**src/qlps_pkg.sv**
```systemverilog
// Shared types and constants for the quad lane port steering block.
package qlps_pkg;

  // ---------------------------------------------------------------
  // Sizes and port numbering
  // ---------------------------------------------------------------
  localparam int PAIR_COUNT = 4;
  localparam int PORT_COUNT = 8;
  localparam int FIRST_PORT = 0;
  localparam int LAST_PORT  = 7;

  // Lane words are numbered with bit 0 as the most significant bit.
  localparam int WORD_FIRST_BIT = 0;
  localparam int WORD_LAST_BIT  = 7;

  // ---------------------------------------------------------------
  // Startup sampling of the lane mode select pins
  // ---------------------------------------------------------------
  localparam int          MODE_HOLD_CYCLES = 10;
  localparam logic [3:0]  SAMPLE_AT        = 4'(MODE_HOLD_CYCLES - 1);
  localparam logic [3:0]  COUNT_RESET      = 4'h0;
  localparam logic [3:0]  COUNT_STEP       = 4'h1;

  // Select level: low gives four lanes to the even port.
  localparam logic MODE_FOUR_LANE   = 1'b0;
  localparam logic MODE_SINGLE_LANE = 1'b1;

  typedef logic [WORD_FIRST_BIT:WORD_LAST_BIT] qlps_word_t;

  localparam qlps_word_t IDLE_WORD = 8'h00;

  // One group of four lanes, A to D.
  typedef struct packed {
    qlps_word_t a;
    qlps_word_t b;
    qlps_word_t c;
    qlps_word_t d;
  } qlps_lanes_t;

  localparam qlps_lanes_t IDLE_LANES = '{a: IDLE_WORD, b: IDLE_WORD, c: IDLE_WORD, d: IDLE_WORD};

  typedef enum logic {
    QLPS_SAMPLING,
    QLPS_RUNNING
  } qlps_state_t;

endpackage

```
**src/qlps_quad_lane_port_steering.sv**
```systemverilog
// Lane steering between four-lane and single-lane ports for four port pairs.
`timescale 1ns/1ps
// How it works
// The eight ports are numbered 0 to 7, pair p owning ports 2p and 2p+1, and these indices name the port arrays.
// Each even port may run four lanes or one lane while its odd partner only ever runs one lane.
// Transmit lane A always carries the even port's lane A data.
// Transmit lane B carries the even port's lane B in four-lane mode and the odd port's data in single-lane mode.
// Receive lane B goes to the even port in four-lane mode and to the odd port in single-lane mode.
// Transmit lanes C and D carry even port data only in four-lane mode.
// Receive lanes C and D reach the even port only in four-lane mode.
// Every lane word is indexed 0 to 7 with bit 0 the most significant bit.
// A low mode select gives the even port four lanes and the odd port none, a high one gives both one lane.
// The mode select is sampled once inside the ten cycles after reset release and ignored afterwards.
// In four-lane mode the odd port is never used and is held powered down.
// In single-lane mode lanes C and D carry nothing: transmit is idle and received data is dropped.
module qlps_quad_lane_port_steering (
  input  wire logic                                        clock,
  input  wire logic                                        rst_n,
  input  wire logic        [qlps_pkg::PAIR_COUNT-1:0]      lane_mode_select,
  input  wire qlps_pkg::qlps_lanes_t [qlps_pkg::PORT_COUNT-1:0] txPortData,
  input  wire qlps_pkg::qlps_lanes_t [qlps_pkg::PAIR_COUNT-1:0] rxLaneData,
  output logic                                             modeValid,
  output logic             [qlps_pkg::PAIR_COUNT-1:0]      pairSingleLane,
  output logic             [qlps_pkg::PORT_COUNT-1:0]      port_power_down,
  output qlps_pkg::qlps_lanes_t [qlps_pkg::PAIR_COUNT-1:0] txLaneData,
  output qlps_pkg::qlps_lanes_t [qlps_pkg::PORT_COUNT-1:0] rxPortData
);

  // -------------------------------------------------------------
  // Helpers
  // -------------------------------------------------------------
  // Decodes a sampled select level; used by the steering and the checks.
  function automatic logic isFourLane(input logic modeBit);
    isFourLane = (modeBit == qlps_pkg::MODE_FOUR_LANE);
  endfunction

  // -------------------------------------------------------------
  // Mode select synchroniser and startup sampling
  // -------------------------------------------------------------
  logic [qlps_pkg::PAIR_COUNT-1:0] syncA_r, syncA_nxt;
  logic [qlps_pkg::PAIR_COUNT-1:0] syncB_r, syncB_nxt;
  logic [qlps_pkg::PAIR_COUNT-1:0] mode_r, mode_nxt;
  logic [3:0]                      count_r, count_nxt;
  qlps_pkg::qlps_state_t           state_r, state_nxt;

  // The pins are board straps from outside this clock domain, so they pass two flops first.
  always_comb begin
    syncA_nxt = lane_mode_select;
    syncB_nxt = syncA_r;
    count_nxt = count_r;
    mode_nxt  = mode_r;
    state_nxt = state_r;
    unique case (state_r)
      qlps_pkg::QLPS_SAMPLING: begin
        count_nxt = count_r + qlps_pkg::COUNT_STEP;
        // Sampling late in the hold window leaves the two sync stages time to settle.
        if (count_r == qlps_pkg::SAMPLE_AT) begin
          mode_nxt  = syncB_r;
          state_nxt = qlps_pkg::QLPS_RUNNING;
        end
      end
      qlps_pkg::QLPS_RUNNING: begin
        // Further pin changes are ignored until the next reset.
        count_nxt = count_r;
      end
    endcase
  end

  // Registers only; the reset is synchronous.
  always_ff @(posedge clock) begin
    if (!rst_n) begin
      syncA_r <= '0;
      syncB_r <= '0;
      mode_r  <= '0;
      count_r <= qlps_pkg::COUNT_RESET;
      state_r <= qlps_pkg::QLPS_SAMPLING;
    end else begin
      syncA_r <= syncA_nxt;
      syncB_r <= syncB_nxt;
      mode_r  <= mode_nxt;
      count_r <= count_nxt;
      state_r <= state_nxt;
    end
  end

  // -------------------------------------------------------------
  // Lane steering
  // -------------------------------------------------------------
  logic                                            modeValid_nxt;
  logic                  [qlps_pkg::PAIR_COUNT-1:0] pairSingleLane_nxt;
  logic                  [qlps_pkg::PORT_COUNT-1:0] powerDown_nxt;
  qlps_pkg::qlps_lanes_t [qlps_pkg::PAIR_COUNT-1:0] txLane_nxt;
  qlps_pkg::qlps_lanes_t [qlps_pkg::PORT_COUNT-1:0] rxPort_nxt;

  // Until the mode is known every lane is idle and every port is powered down,
  // so no traffic is ever sent on a lane that turns out to be unowned.
  always_comb begin
    modeValid_nxt      = (state_r == qlps_pkg::QLPS_RUNNING);
    pairSingleLane_nxt = mode_r;
    powerDown_nxt      = '1;
    txLane_nxt         = {qlps_pkg::PAIR_COUNT{qlps_pkg::IDLE_LANES}};
    rxPort_nxt         = {qlps_pkg::PORT_COUNT{qlps_pkg::IDLE_LANES}};
    if (modeValid_nxt) begin
      for (int p = 0; p < qlps_pkg::PAIR_COUNT; p++) begin
        // Even port 2p owns lanes A to D, odd port 2p+1 borrows lane B.
        txLane_nxt[p].a    = txPortData[2*p].a;
        rxPort_nxt[2*p].a  = rxLaneData[p].a;
        powerDown_nxt[2*p] = 1'b0;
        if (isFourLane(mode_r[p])) begin
          txLane_nxt[p].b      = txPortData[2*p].b;
          txLane_nxt[p].c      = txPortData[2*p].c;
          txLane_nxt[p].d      = txPortData[2*p].d;
          rxPort_nxt[2*p].b    = rxLaneData[p].b;
          rxPort_nxt[2*p].c    = rxLaneData[p].c;
          rxPort_nxt[2*p].d    = rxLaneData[p].d;
          powerDown_nxt[2*p+1] = 1'b1;
        end else begin
          // Lanes C and D stay idle and their receive data is dropped.
          txLane_nxt[p].b      = txPortData[2*p+1].a;
          rxPort_nxt[2*p+1].a  = rxLaneData[p].b;
          powerDown_nxt[2*p+1] = 1'b0;
        end
      end
    end
  end

  // Every output is a flop, which costs one cycle of lane latency.
  always_ff @(posedge clock) begin
    if (!rst_n) begin
      modeValid       <= 1'b0;
      pairSingleLane  <= '0;
      port_power_down <= '1;
      txLaneData      <= {qlps_pkg::PAIR_COUNT{qlps_pkg::IDLE_LANES}};
      rxPortData      <= {qlps_pkg::PORT_COUNT{qlps_pkg::IDLE_LANES}};
    end else begin
      modeValid       <= modeValid_nxt;
      pairSingleLane  <= pairSingleLane_nxt;
      port_power_down <= powerDown_nxt;
      txLaneData      <= txLane_nxt;
      rxPortData      <= rxPort_nxt;
    end
  end

  // -------------------------------------------------------------
  // Checks
  // -------------------------------------------------------------
  // A cycle counter since reset release bounds the sampling moment.
  logic [4:0] sinceReset_r, sinceReset_nxt;

  // The counter parks at its top value, so a long run never wraps back into the window.
  always_comb begin
    sinceReset_nxt = sinceReset_r;
    if (sinceReset_r != '1) begin
      sinceReset_nxt = sinceReset_r + 5'h01;
    end
  end

  // Registers only; cleared by the same synchronous reset as the logic it watches.
  always_ff @(posedge clock) begin
    if (!rst_n) begin
      sinceReset_r <= '0;
    end else begin
      sinceReset_r <= sinceReset_nxt;
    end
  end

  sample_window_a: assert property (@(posedge clock) disable iff (!rst_n)
    (sinceReset_r == 5'(qlps_pkg::MODE_HOLD_CYCLES + 1)) |-> modeValid)
    else $error("Mode was not valid right after the hold window.");

  mode_frozen_a: assert property (@(posedge clock) disable iff (!rst_n)
    ($past(modeValid) && modeValid) |-> $stable(pairSingleLane))
    else $error("Sampled mode changed after startup.");

  idle_before_a: assert property (@(posedge clock) disable iff (!rst_n) // lanes idle and ports powered down until the mode is sampled
    !modeValid |-> (port_power_down == '1 && txLaneData == {qlps_pkg::PAIR_COUNT{qlps_pkg::IDLE_LANES}}))
    else $error("Lanes active before the mode was sampled.");

  for (genvar p = 0; p < qlps_pkg::PAIR_COUNT; p++) begin : g_chk
    lane_a_tx_a: assert property (@(posedge clock) disable iff (!rst_n)
      (modeValid && $past(modeValid)) |-> txLaneData[p].a == $past(txPortData[2*p].a))
      else $error("Transmit lane A does not carry the even port.");

    lane_b_tx_a: assert property (@(posedge clock) disable iff (!rst_n)
      (modeValid && $past(modeValid)) |-> txLaneData[p].b ==
        (isFourLane(pairSingleLane[p]) ? $past(txPortData[2*p].b) : $past(txPortData[2*p+1].a)))
      else $error("Transmit lane B carries the wrong port.");

    lane_b_rx_a: assert property (@(posedge clock) disable iff (!rst_n)
      (modeValid && $past(modeValid) && !isFourLane(pairSingleLane[p])) |->
        (rxPortData[2*p+1].a == $past(rxLaneData[p].b) && rxPortData[2*p].b == qlps_pkg::IDLE_WORD))
      else $error("Receive lane B not delivered to the odd port.");

    lane_cd_tx_a: assert property (@(posedge clock) disable iff (!rst_n)
      (modeValid && $past(modeValid)) |-> isFourLane(pairSingleLane[p]) ?
        (txLaneData[p].c == $past(txPortData[2*p].c) && txLaneData[p].d == $past(txPortData[2*p].d)) :
        (txLaneData[p].c == qlps_pkg::IDLE_WORD && txLaneData[p].d == qlps_pkg::IDLE_WORD))
      else $error("Transmit lanes C and D wrong for the mode.");

    lane_cd_rx_a: assert property (@(posedge clock) disable iff (!rst_n)
      (modeValid && $past(modeValid) && isFourLane(pairSingleLane[p])) |->
        (rxPortData[2*p].c == $past(rxLaneData[p].c) && rxPortData[2*p].d == $past(rxLaneData[p].d)))
      else $error("Receive lanes C and D not delivered in four-lane mode.");

    odd_powered_a: assert property (@(posedge clock) disable iff (!rst_n)
      modeValid |-> (port_power_down[2*p+1] == isFourLane(pairSingleLane[p]) && !port_power_down[2*p]))
      else $error("Odd port power state does not follow the mode.");

    odd_rx_idle_a: assert property (@(posedge clock) disable iff (!rst_n)
      (modeValid && isFourLane(pairSingleLane[p])) |-> rxPortData[2*p+1] == qlps_pkg::IDLE_LANES)
      else $error("Odd port receives data in four-lane mode.");

    cd_rx_drop_a: assert property (@(posedge clock) disable iff (!rst_n)
      (modeValid && !isFourLane(pairSingleLane[p])) |->
        (rxPortData[2*p].c == qlps_pkg::IDLE_WORD && rxPortData[2*p].d == qlps_pkg::IDLE_WORD))
      else $error("Receive lanes C and D not dropped in single-lane mode.");

    msb_order_a: assert property (@(posedge clock) disable iff (!rst_n)
      (modeValid && $past(modeValid)) |->
        txLaneData[p].a[qlps_pkg::WORD_FIRST_BIT] == $past(txPortData[2*p].a[qlps_pkg::WORD_FIRST_BIT]))
      else $error("Lane word bit order broken.");
  end

  four_lane_c: cover property (@(posedge clock) disable iff (!rst_n)
    modeValid && !pairSingleLane[0]);
  single_lane_c: cover property (@(posedge clock) disable iff (!rst_n)
    modeValid && pairSingleLane[0]);
  mixed_pairs_c: cover property (@(posedge clock) disable iff (!rst_n)
    modeValid && pairSingleLane != '0 && pairSingleLane != '1);
  mode_taken_c: cover property (@(posedge clock) disable iff (!rst_n)
    $rose(modeValid));

endmodule

```
**config.mk**
```make
export PLATFORM = sky130hd
export DESIGN_NAME = qlps_quad_lane_port_steering
export DESIGN_NICKNAME = d
export VERILOG_FILES = /design/src/qlps_pkg.sv /design/src/qlps_quad_lane_port_steering.sv
export SDC_FILE = /design/constraint.sdc
export NUM_CORES = 1
export LEC_CHECK = 0
export ABC_AREA = 1
export BUFFER_PORTS_ARGS = -buffer_cell sky130_fd_sc_hd__buf_2
export CAP_MARGIN = 20
export CELL_PAD_IN_SITES_DETAIL_PLACEMENT = 1
export CELL_PAD_IN_SITES_GLOBAL_PLACEMENT = 1
export CORE_AREA = 3 3 305 307
export CTS_CLUSTER_DIAMETER = 120
export DETAILED_ROUTE_END_ITERATION = 12
export DIE_AREA = 0 0 308 310
export GPL_ROUTABILITY_DRIVEN = 0
export PLACE_DENSITY = 0.47
export RECOVER_POWER = 25
export SLEW_MARGIN = 10
export SYNTH_ARGS = -nofsm -noshare
export SYNTH_HDL_FRONTEND = slang
export SYNTH_SLANG_ARGS = --single-unit
```
**constraint.sdc**
```tcl
create_clock -name clock -period 1.2 [get_ports clock]
set_input_delay 0.24 -clock clock [delete_from_list [all_inputs] [get_ports clock]]
set_output_delay 0.24 -clock clock [all_outputs]
set_load 0.01 [all_outputs]
```
==> results.ini, run 1 <==
[worst_setup_path]
crit_family = flip-flops
cp_cell_sequence = buf_6
cp_max_fo = 4
worstPathArrival_ns = 1.07
r2r-start = modeValid_nxt
max_stage_delay_ns = 0.38
rr_endpoint = count_r[3]
required_ns = 0.96
crit_type = flip-flop to primary output
path_buf_inv = 1
reg2reg_depth = 5
slowest_stage = dfxtp_4
r2r_slack_ns = -0.06
end_kind = primary output
worstSetupStartpointType = flip-flop

[global_route]
first_global_vias = 10376
grt_overflow_total = 0
grt_first_pass_wirelength_mm = 60.6
grt_use_total_pct = 8.45
grt_max_degree = 36
antenna_found_initial = 4

[timing]
period_minus_slack_ns = 1.31
setup_slack_ns = -0.106
rsz0062_at_grt = true
max_freq_mhz = 766
finClkSkew_ns = 0.0183
final_max_slew_viol_count = 0
finalHoldViolations = 0
whs_ns = 0.132
setup_viol = 348
min_period_over_period_pct = 109

[synthesis]
syn_inst = 1104
synth_compound_area_share_pct = 0.262
synth_seq_area_share_pct = 62.8
yosys_register_bits = 315
yosys_warnings = 0
ys.flop_type = dfxtp_1
synth-async-reset-ratio_pct = 0
synth_fa_ha_area_share_pct = 0.249
syn-cell-area_um2 = 10000
synthMuxAreaShare_pct = 0
ys_types = 21
avgSynthCellArea_um2 = 9.09
synth_top_family_by_area = buffers and inverters
synth_xor_area_share_pct = 0
yosys.area_share.simple_pct = 17.1
synth_enable_flop_cells = 0

[pwr]
power_frac_seq_pct = 43.9
p_total_mw = 23.9
peakVddDrop_mv = 0.749
clock_power_share_pct = 48.8
internal-power_mw = 18.3
leakagePower_nw = 10.3
power_switching_mw = 5.57
p_per_area_nw_per_um2 = 1190
switching_share_pct = 23.3
combPwrFrac_pct = 7.3

[cts]
cts_max_path_buffers = 3
cts.clk_slew.worst_paths_ns = 0.06
h-tree-depth = 2
cts_sinks = 315
root_buffer = clkbuf_16
clk_latency_ns = 0.58
cts_buffers = 39
cts_tree = done

[route]
routed_via_density = 3.03
routed_wl_mm = 43.5
first_pass_iters = 4
drtIter0Drc = 310
wl_per_cell_um = 13.4
drc = 0
detail-route-antenna-nets = 0
num_vias = 9867

[place]
hpwl_mm = 31.9
preCtsSetupSlack_ns = -0.0794
place_area_um2 = 14400
io_buffers = 594
dp.cells = 2898

[die]
die_w_um = 308
pin_count = 787
start_util_pct = 11.1
die-area_um2 = 95500
num_rows = 110
dieHeight_um = 310
core_area_um2 = 90300

[final_layout]
flow.area_growth_from_synthesis_pct = 100
fill_cells = 10626
post_layout_nonfiller_instances = 3259
drive_gt1_share_pct = 46.2
stdcell_area_um2 = 20100
fin_nets = 2447

[min_path]
hold_end = syncA_r[0]
hold_path.startpoint = rst_n
hold_path_class = input port to flip-flop
hold_depth = 4

[run_status]
status = finished, violations left
violations = negative setup slack

[job]
cap_violations = 0

-- stage by stage --
stage	utilization, %	setup TNS, ns
after detailed placement	16.0	-3.80
after global routing	22.3	-48.18
after floorplan	-	0
after CTS	21.6	-37.44
after global placement	16.0	-2.54
final	22.3	-13.85
-- state kept, by name, indices dropped and copies added (netlist names) --
signal,count
rxPortData,160
txLaneData,128
port_power_down,5
count_r,4
mode_r,4
pairSingleLane,4
syncA_r,4
syncB_r,4
modeValid,1
modeValid_nxt,1
-- cells in the final DEF (no fill, tap or decap), types with 4 or more instances in the layout --
cell           instances
clkbuf_1              14
inv_1                245
clkbuf_2               5
buf_12                10
clkinv_2               8
dfxtp_2              203
buf_2                381
buf_6                213
dlygate4sd3_1        292
nand3_1               38
buf_4                 35
nor2_1               223
dfxtp_4                4
nor2_2                37
nand2_1               93
clkbuf_8               5
dfxtp_1              108
clkbuf_16             39
conb_1                96
-- cell usage after synthesis, types with 4 or more instances --
| cell | count | area share, % |
|---|---|---|
| buf_2 | 7 | 0.35 |
| buf_4 | 100 | 7.5 |
| buf_6 | 18 | 2.0 |
| clkinv_1 | 4 | 0.15 |
| dfxtp_1 | 315 | 63 |
| inv_1 | 245 | 9.2 |
| inv_4 | 4 | 0.25 |
| nand2_1 | 92 | 3.4 |
| nand2_2 | 4 | 0.25 |
| nand3_1 | 38 | 1.9 |
| nor2_1 | 228 | 8.5 |
| nor2_2 | 32 | 2.0 |
| nor2_8 | 4 | 0.80 |
-- logic make-up (layout without fill, tap and decap cells) --
group / count (synthesis) / after routing
AND/OR/NAND/NOR: 399 / 399
buffers and inverters: 382 / 1264
flip-flops: 315 / 315
AO/OA/AOI/OAI: 5 / 5
adder cells (fa/ha/maj): 2 / 2
other: 1 / 98
-- worst max-delay path by stage --
| stage | start | end | cells past startpoint |
|---|---|---|---|
| floorplan | count_r[1] | mode_r[0] | 8 |
| global placement | rst_n | txLaneData[114] | 7 |
| detailed placement | rst_n | rxPortData[213] | 6 |
| CTS | pairSingleLane[1] | pairSingleLane[1] | 1 |
| global route | port_power_down[4] | port_power_down[2] | 1 |
| finish | port_power_down[4] | port_power_down[2] | 1 |
-- power groups by stage --
| stage | Combinational, mW | Clock [mW] | Sequential [mW] |
|---|---|---|---|
| after floorplan | 0.572 | 0 | 10.7 |
| after global placement | 0.930 | 0 | 10.7 |
| after detailed placement | 0.938 | 0 | 10.7 |
| after CTS | 1.73 | 12.3 | 10.5 |
| after global routing | 1.92 | 12.6 | 10.5 |
| final | 1.74 | 11.7 | 10.5 |
-- layout make-up --
class	count	area, um^2	share of cell area (%)
clock inverters	15	165	0.821
clock buffers	52	1070	5.34
multi-input cells	502	2130	10.6
well taps	1176	1470	7.31
inverters	254	960	4.77
repair buffers	943	7750	38.5
diodes	2	5.00	0.0249
flip-flops and latches	315	6580	32.7
-- per-layer routing --
metal	share of wire (%)	track usage, %	wire length (um)
met1	35	8.17	15100
met2	53	16.2	23200
met3	8.2	2.70	3570
met4	3.9	4.06	1710
met5	0	0	0
-- timing repair --
action / in CTS / in global routing
setup buffers: 1 / 0
endpoints found under the hold margin: 292 / 0
setup endpoints to repair: 303 / 334
pin swaps: 1 / 1
gates resized for setup: 294 / 196
hold buffers: 292 / 0
-- worst min-delay path, cell delays in order --
cell     delay [ns]
buf_2          0.16
buf_4          0.18
nand2_1        0.06
inv_1          0.03
No activity file was read; power rests on OpenSTA's default activity.
==> run 2: changes to the inputs <==
--- a/config.mk
+++ b/config.mk
@@ -8,14 +8,14 @@
 export ABC_AREA = 1
 export BUFFER_PORTS_ARGS = -buffer_cell sky130_fd_sc_hd__buf_2
 export CAP_MARGIN = 20
-export CELL_PAD_IN_SITES_DETAIL_PLACEMENT = 1
+export CELL_PAD_IN_SITES_DETAIL_PLACEMENT = 0
 export CELL_PAD_IN_SITES_GLOBAL_PLACEMENT = 1
-export CORE_AREA = 3 3 305 307
+export CORE_AREA = 3 3 303 305
 export CTS_CLUSTER_DIAMETER = 120
 export DETAILED_ROUTE_END_ITERATION = 12
-export DIE_AREA = 0 0 308 310
+export DIE_AREA = 0 0 306 308
 export GPL_ROUTABILITY_DRIVEN = 0
-export PLACE_DENSITY = 0.47
+export PLACE_DENSITY = 0.46
 export RECOVER_POWER = 25
 export SLEW_MARGIN = 10
 export SYNTH_ARGS = -nofsm -noshare
==> constraint.sdc (replaced) <==
create_clock -name clock -period 1.6 [get_ports clock]
set_input_delay 0.32 -clock clock [delete_from_list [all_inputs] [get_ports clock]]
set_output_delay 0.32 -clock clock [all_outputs]
set_load 0.01 [all_outputs]
==> results.ini, run 2 (synthesis gave the netlist of run 1 again) <==
[die]
pin_count = 787  ; unchanged
die_w_um = 306  ; -0.65%
num_rows = 110  ; unchanged
start_util_pct = 11.2  ; +0.085 points
core_area_um2 = 89600  ; -0.76%
dieHeight_um = 308  ; -0.65%
die-area_um2 = 94200  ; -1.3%

[timing]
min_period_over_period_pct = 90.0
setup_viol = 0  ; -100%
period_minus_slack_ns = 1.44
relSlewSlack_pct = 61.4
rsz0062_at_grt = false
finalSetupTns_ns = 0  ; +13.85 ns
finClkSkew_ns = 0.0180  ; -0.000281 ns
max_freq_mhz = 694
finalHoldViolations = 0  ; unchanged
worst_pin_slew_ns = 0.579
final_max_slew_viol_count = 0  ; unchanged

[global_route]
grt_overflow_total = 0  ; unchanged
antenna_found_initial = 4  ; unchanged
grt_first_pass_wirelength_mm = 56.2  ; -7.3%
grt_max_degree = 46  ; +28%
grt_use_total_pct = 7.88  ; -0.57 points
first_global_vias = 9772  ; -5.8%

[job]
cap_violations = 0  ; unchanged

[cts]
cts_sinks = 315  ; unchanged
cts.clk_slew.worst_paths_ns = 0.06  ; about the same
cts_buffers = 40  ; +2.6%
clk_latency_ns = 0.58  ; about the same
postCtsSetupBuffers = 0  ; -1
cts_resized = 0  ; -100%
root_buffer = clkbuf_16
cts_tree = done
h-tree-depth = 2  ; unchanged
cts_max_path_buffers = 3  ; unchanged

[run_status]
status = complete, no violations

[pwr]
peakVddDrop_mv = 0.627  ; -16%
clock_power_share_pct = 49.8  ; +1.0 points
switching_share_pct = 22.9  ; -0.42 points
combPwrFrac_pct = 6.8  ; -0.5 points
p_per_area_nw_per_um2 = 1000  ; -16%
power_frac_seq_pct = 43.3  ; -0.6 points
leakagePower_nw = 9.91  ; -4.2%
internal-power_mw = 14.0  ; -23%
power_switching_mw = 4.17  ; -25%

[final_layout]
drive_gt1_share_pct = 34.9  ; -11 points
fill_cells = 9965  ; -6.2%
post_layout_nonfiller_instances = 3223  ; -1.1%
flow.area_growth_from_synthesis_pct = 81.2
largest_reg_flops = 160  ; unchanged
fin_nets = 2406  ; -1.7%
seqCellArea_um2 = 6310  ; -4.1%
regMostFlops = rxPortData
final_common_cell = buf_2
utilization_pct = 20.3  ; -2.0 points
multi_input_area_um2 = 2120  ; -0.29%
largestRegisters = rxPortData: 160 flops, txLaneData: 128 flops, port_power_down: 5 flops
layout_common_cells = buf_2 (593), dfxtp_1 (314), dlygate4sd3_1 (291)

[worst_setup_path]
max_stage_delay_ns = 0.37  ; about the same
worstSetupStartpointType = flip-flop
cp_cell_sequence = buf_2
r2r-start = modeValid_nxt
required_ns = 1.28  ; +0.32 ns
crit_family = flip-flops
path_depth = 1  ; unchanged
cp-endpoint = txLaneData[102]
slowest_stage = dfxtp_1
reg2reg_depth = 5  ; unchanged
critPathLaunch = txLaneData[102]
rr_endpoint = rxPortData[67]
crit_type = flip-flop to primary output
cp_max_fo = 1  ; -3
worstPathArrival_ns = 1.12  ; +0.05 ns
path_buf_inv = 1  ; unchanged
r2r_slack_ns = 0.23  ; +0.29 ns
end_kind = primary output

[place]
hpwl_mm = 29.4  ; -7.8%
io_buffers = 594  ; unchanged
dp.cells = 2857  ; -1.4%

[route]
wl_per_cell_um = 12.1  ; -9.3%
routed_wl_mm = 39.0  ; -10%
drtIter0Drc = 239  ; -23%
num_vias = 9535  ; -3.4%
detail-route-antenna-nets = 0  ; unchanged
first_pass_iters = 4  ; unchanged
routed_via_density = 2.96  ; -2.3%
drc = 0  ; unchanged

[min_path]
hold_path_class = input port to flip-flop

## run 2: what timing repair did
action / CTS / global route
endpoints found under the setup margin: 0 / 0
endpoints found under the hold margin: 291 / 0
hold buffers: 291 / 0
## run 2: cell type report
class / count / share of cell area, %
multi-input cells: 502 / 11.7
well taps: 1176 / 8.09
diodes: 3 / 0.0413
repair buffers: 901 / 33.0
flip-flops and latches: 315 / 34.7
clock inverters: 19 / 1.17
inverters: 254 / 5.29
clock buffers: 53 / 6.05
## run 2: worst min-delay path by stage
stage	from	endpoint	slack, ns	cells after the start
floorplan	syncA_r[0]	syncB_r[0]	0.39	2
CTS	lane_mode_select[1]	syncA_r[1]	0.03	3
detailed placement	syncA_r[0]	syncB_r[0]	0.41	2
global placement	syncA_r[1]	syncB_r[1]	0.41	2
global route	lane_mode_select[1]	syncA_r[1]	0.07	3
finish	lane_mode_select[1]	syncA_r[1]	0.09	3
## run 2: power groups by stage
stage	clock [mW]	combinational, mW	sequential (mW)
floorplan	0	0.429	8.05
global placement	0	0.668	8.05
detailed placement	0	0.668	8.05
CTS	9.58	1.25	7.87
global route	9.84	1.38	7.87
finish	9.07	1.25	7.88
## run 2: per-layer routing
| layer | track usage [%] | vias to the layer above | routed length [um] |
|---|---|---|---|
| met5 | 0 | - | 20 |
| met4 | 3.13 | 4 | 1250 |
| met3 | 3.08 | 72 | 3450 |
| met2 | 14.5 | 442 | 19900 |
| met1 | 8.00 | 4261 | 14400 |
| li1 | - | 4756 | - |
## run 2: stage by stage
stage / hold WS (ns) / power, mW / area (um^2) / worst slack (ns)
after floorplan: 0.390 / 8.48 / 10400 / 0.495
after global placement: 0.411 / 8.71 / 14000 / 0.116
after detailed placement: 0.406 / 8.72 / 14000 / 0.0987
after CTS: 0.0253 / 18.7 / 18200 / 0.0684
after global routing: 0.0720 / 19.1 / 18200 / 0.0358
final: 0.0881 / 18.2 / 18200 / 0.160
## run 2: worst reg2reg max path: stages (launching register included)
cell and delay, ns:
dfxtp_2 0.42, nand2_8 0.17, nor2_8 0.16, inv_4 0.07
clkbuf_4 0.30, nor2_1 0.17
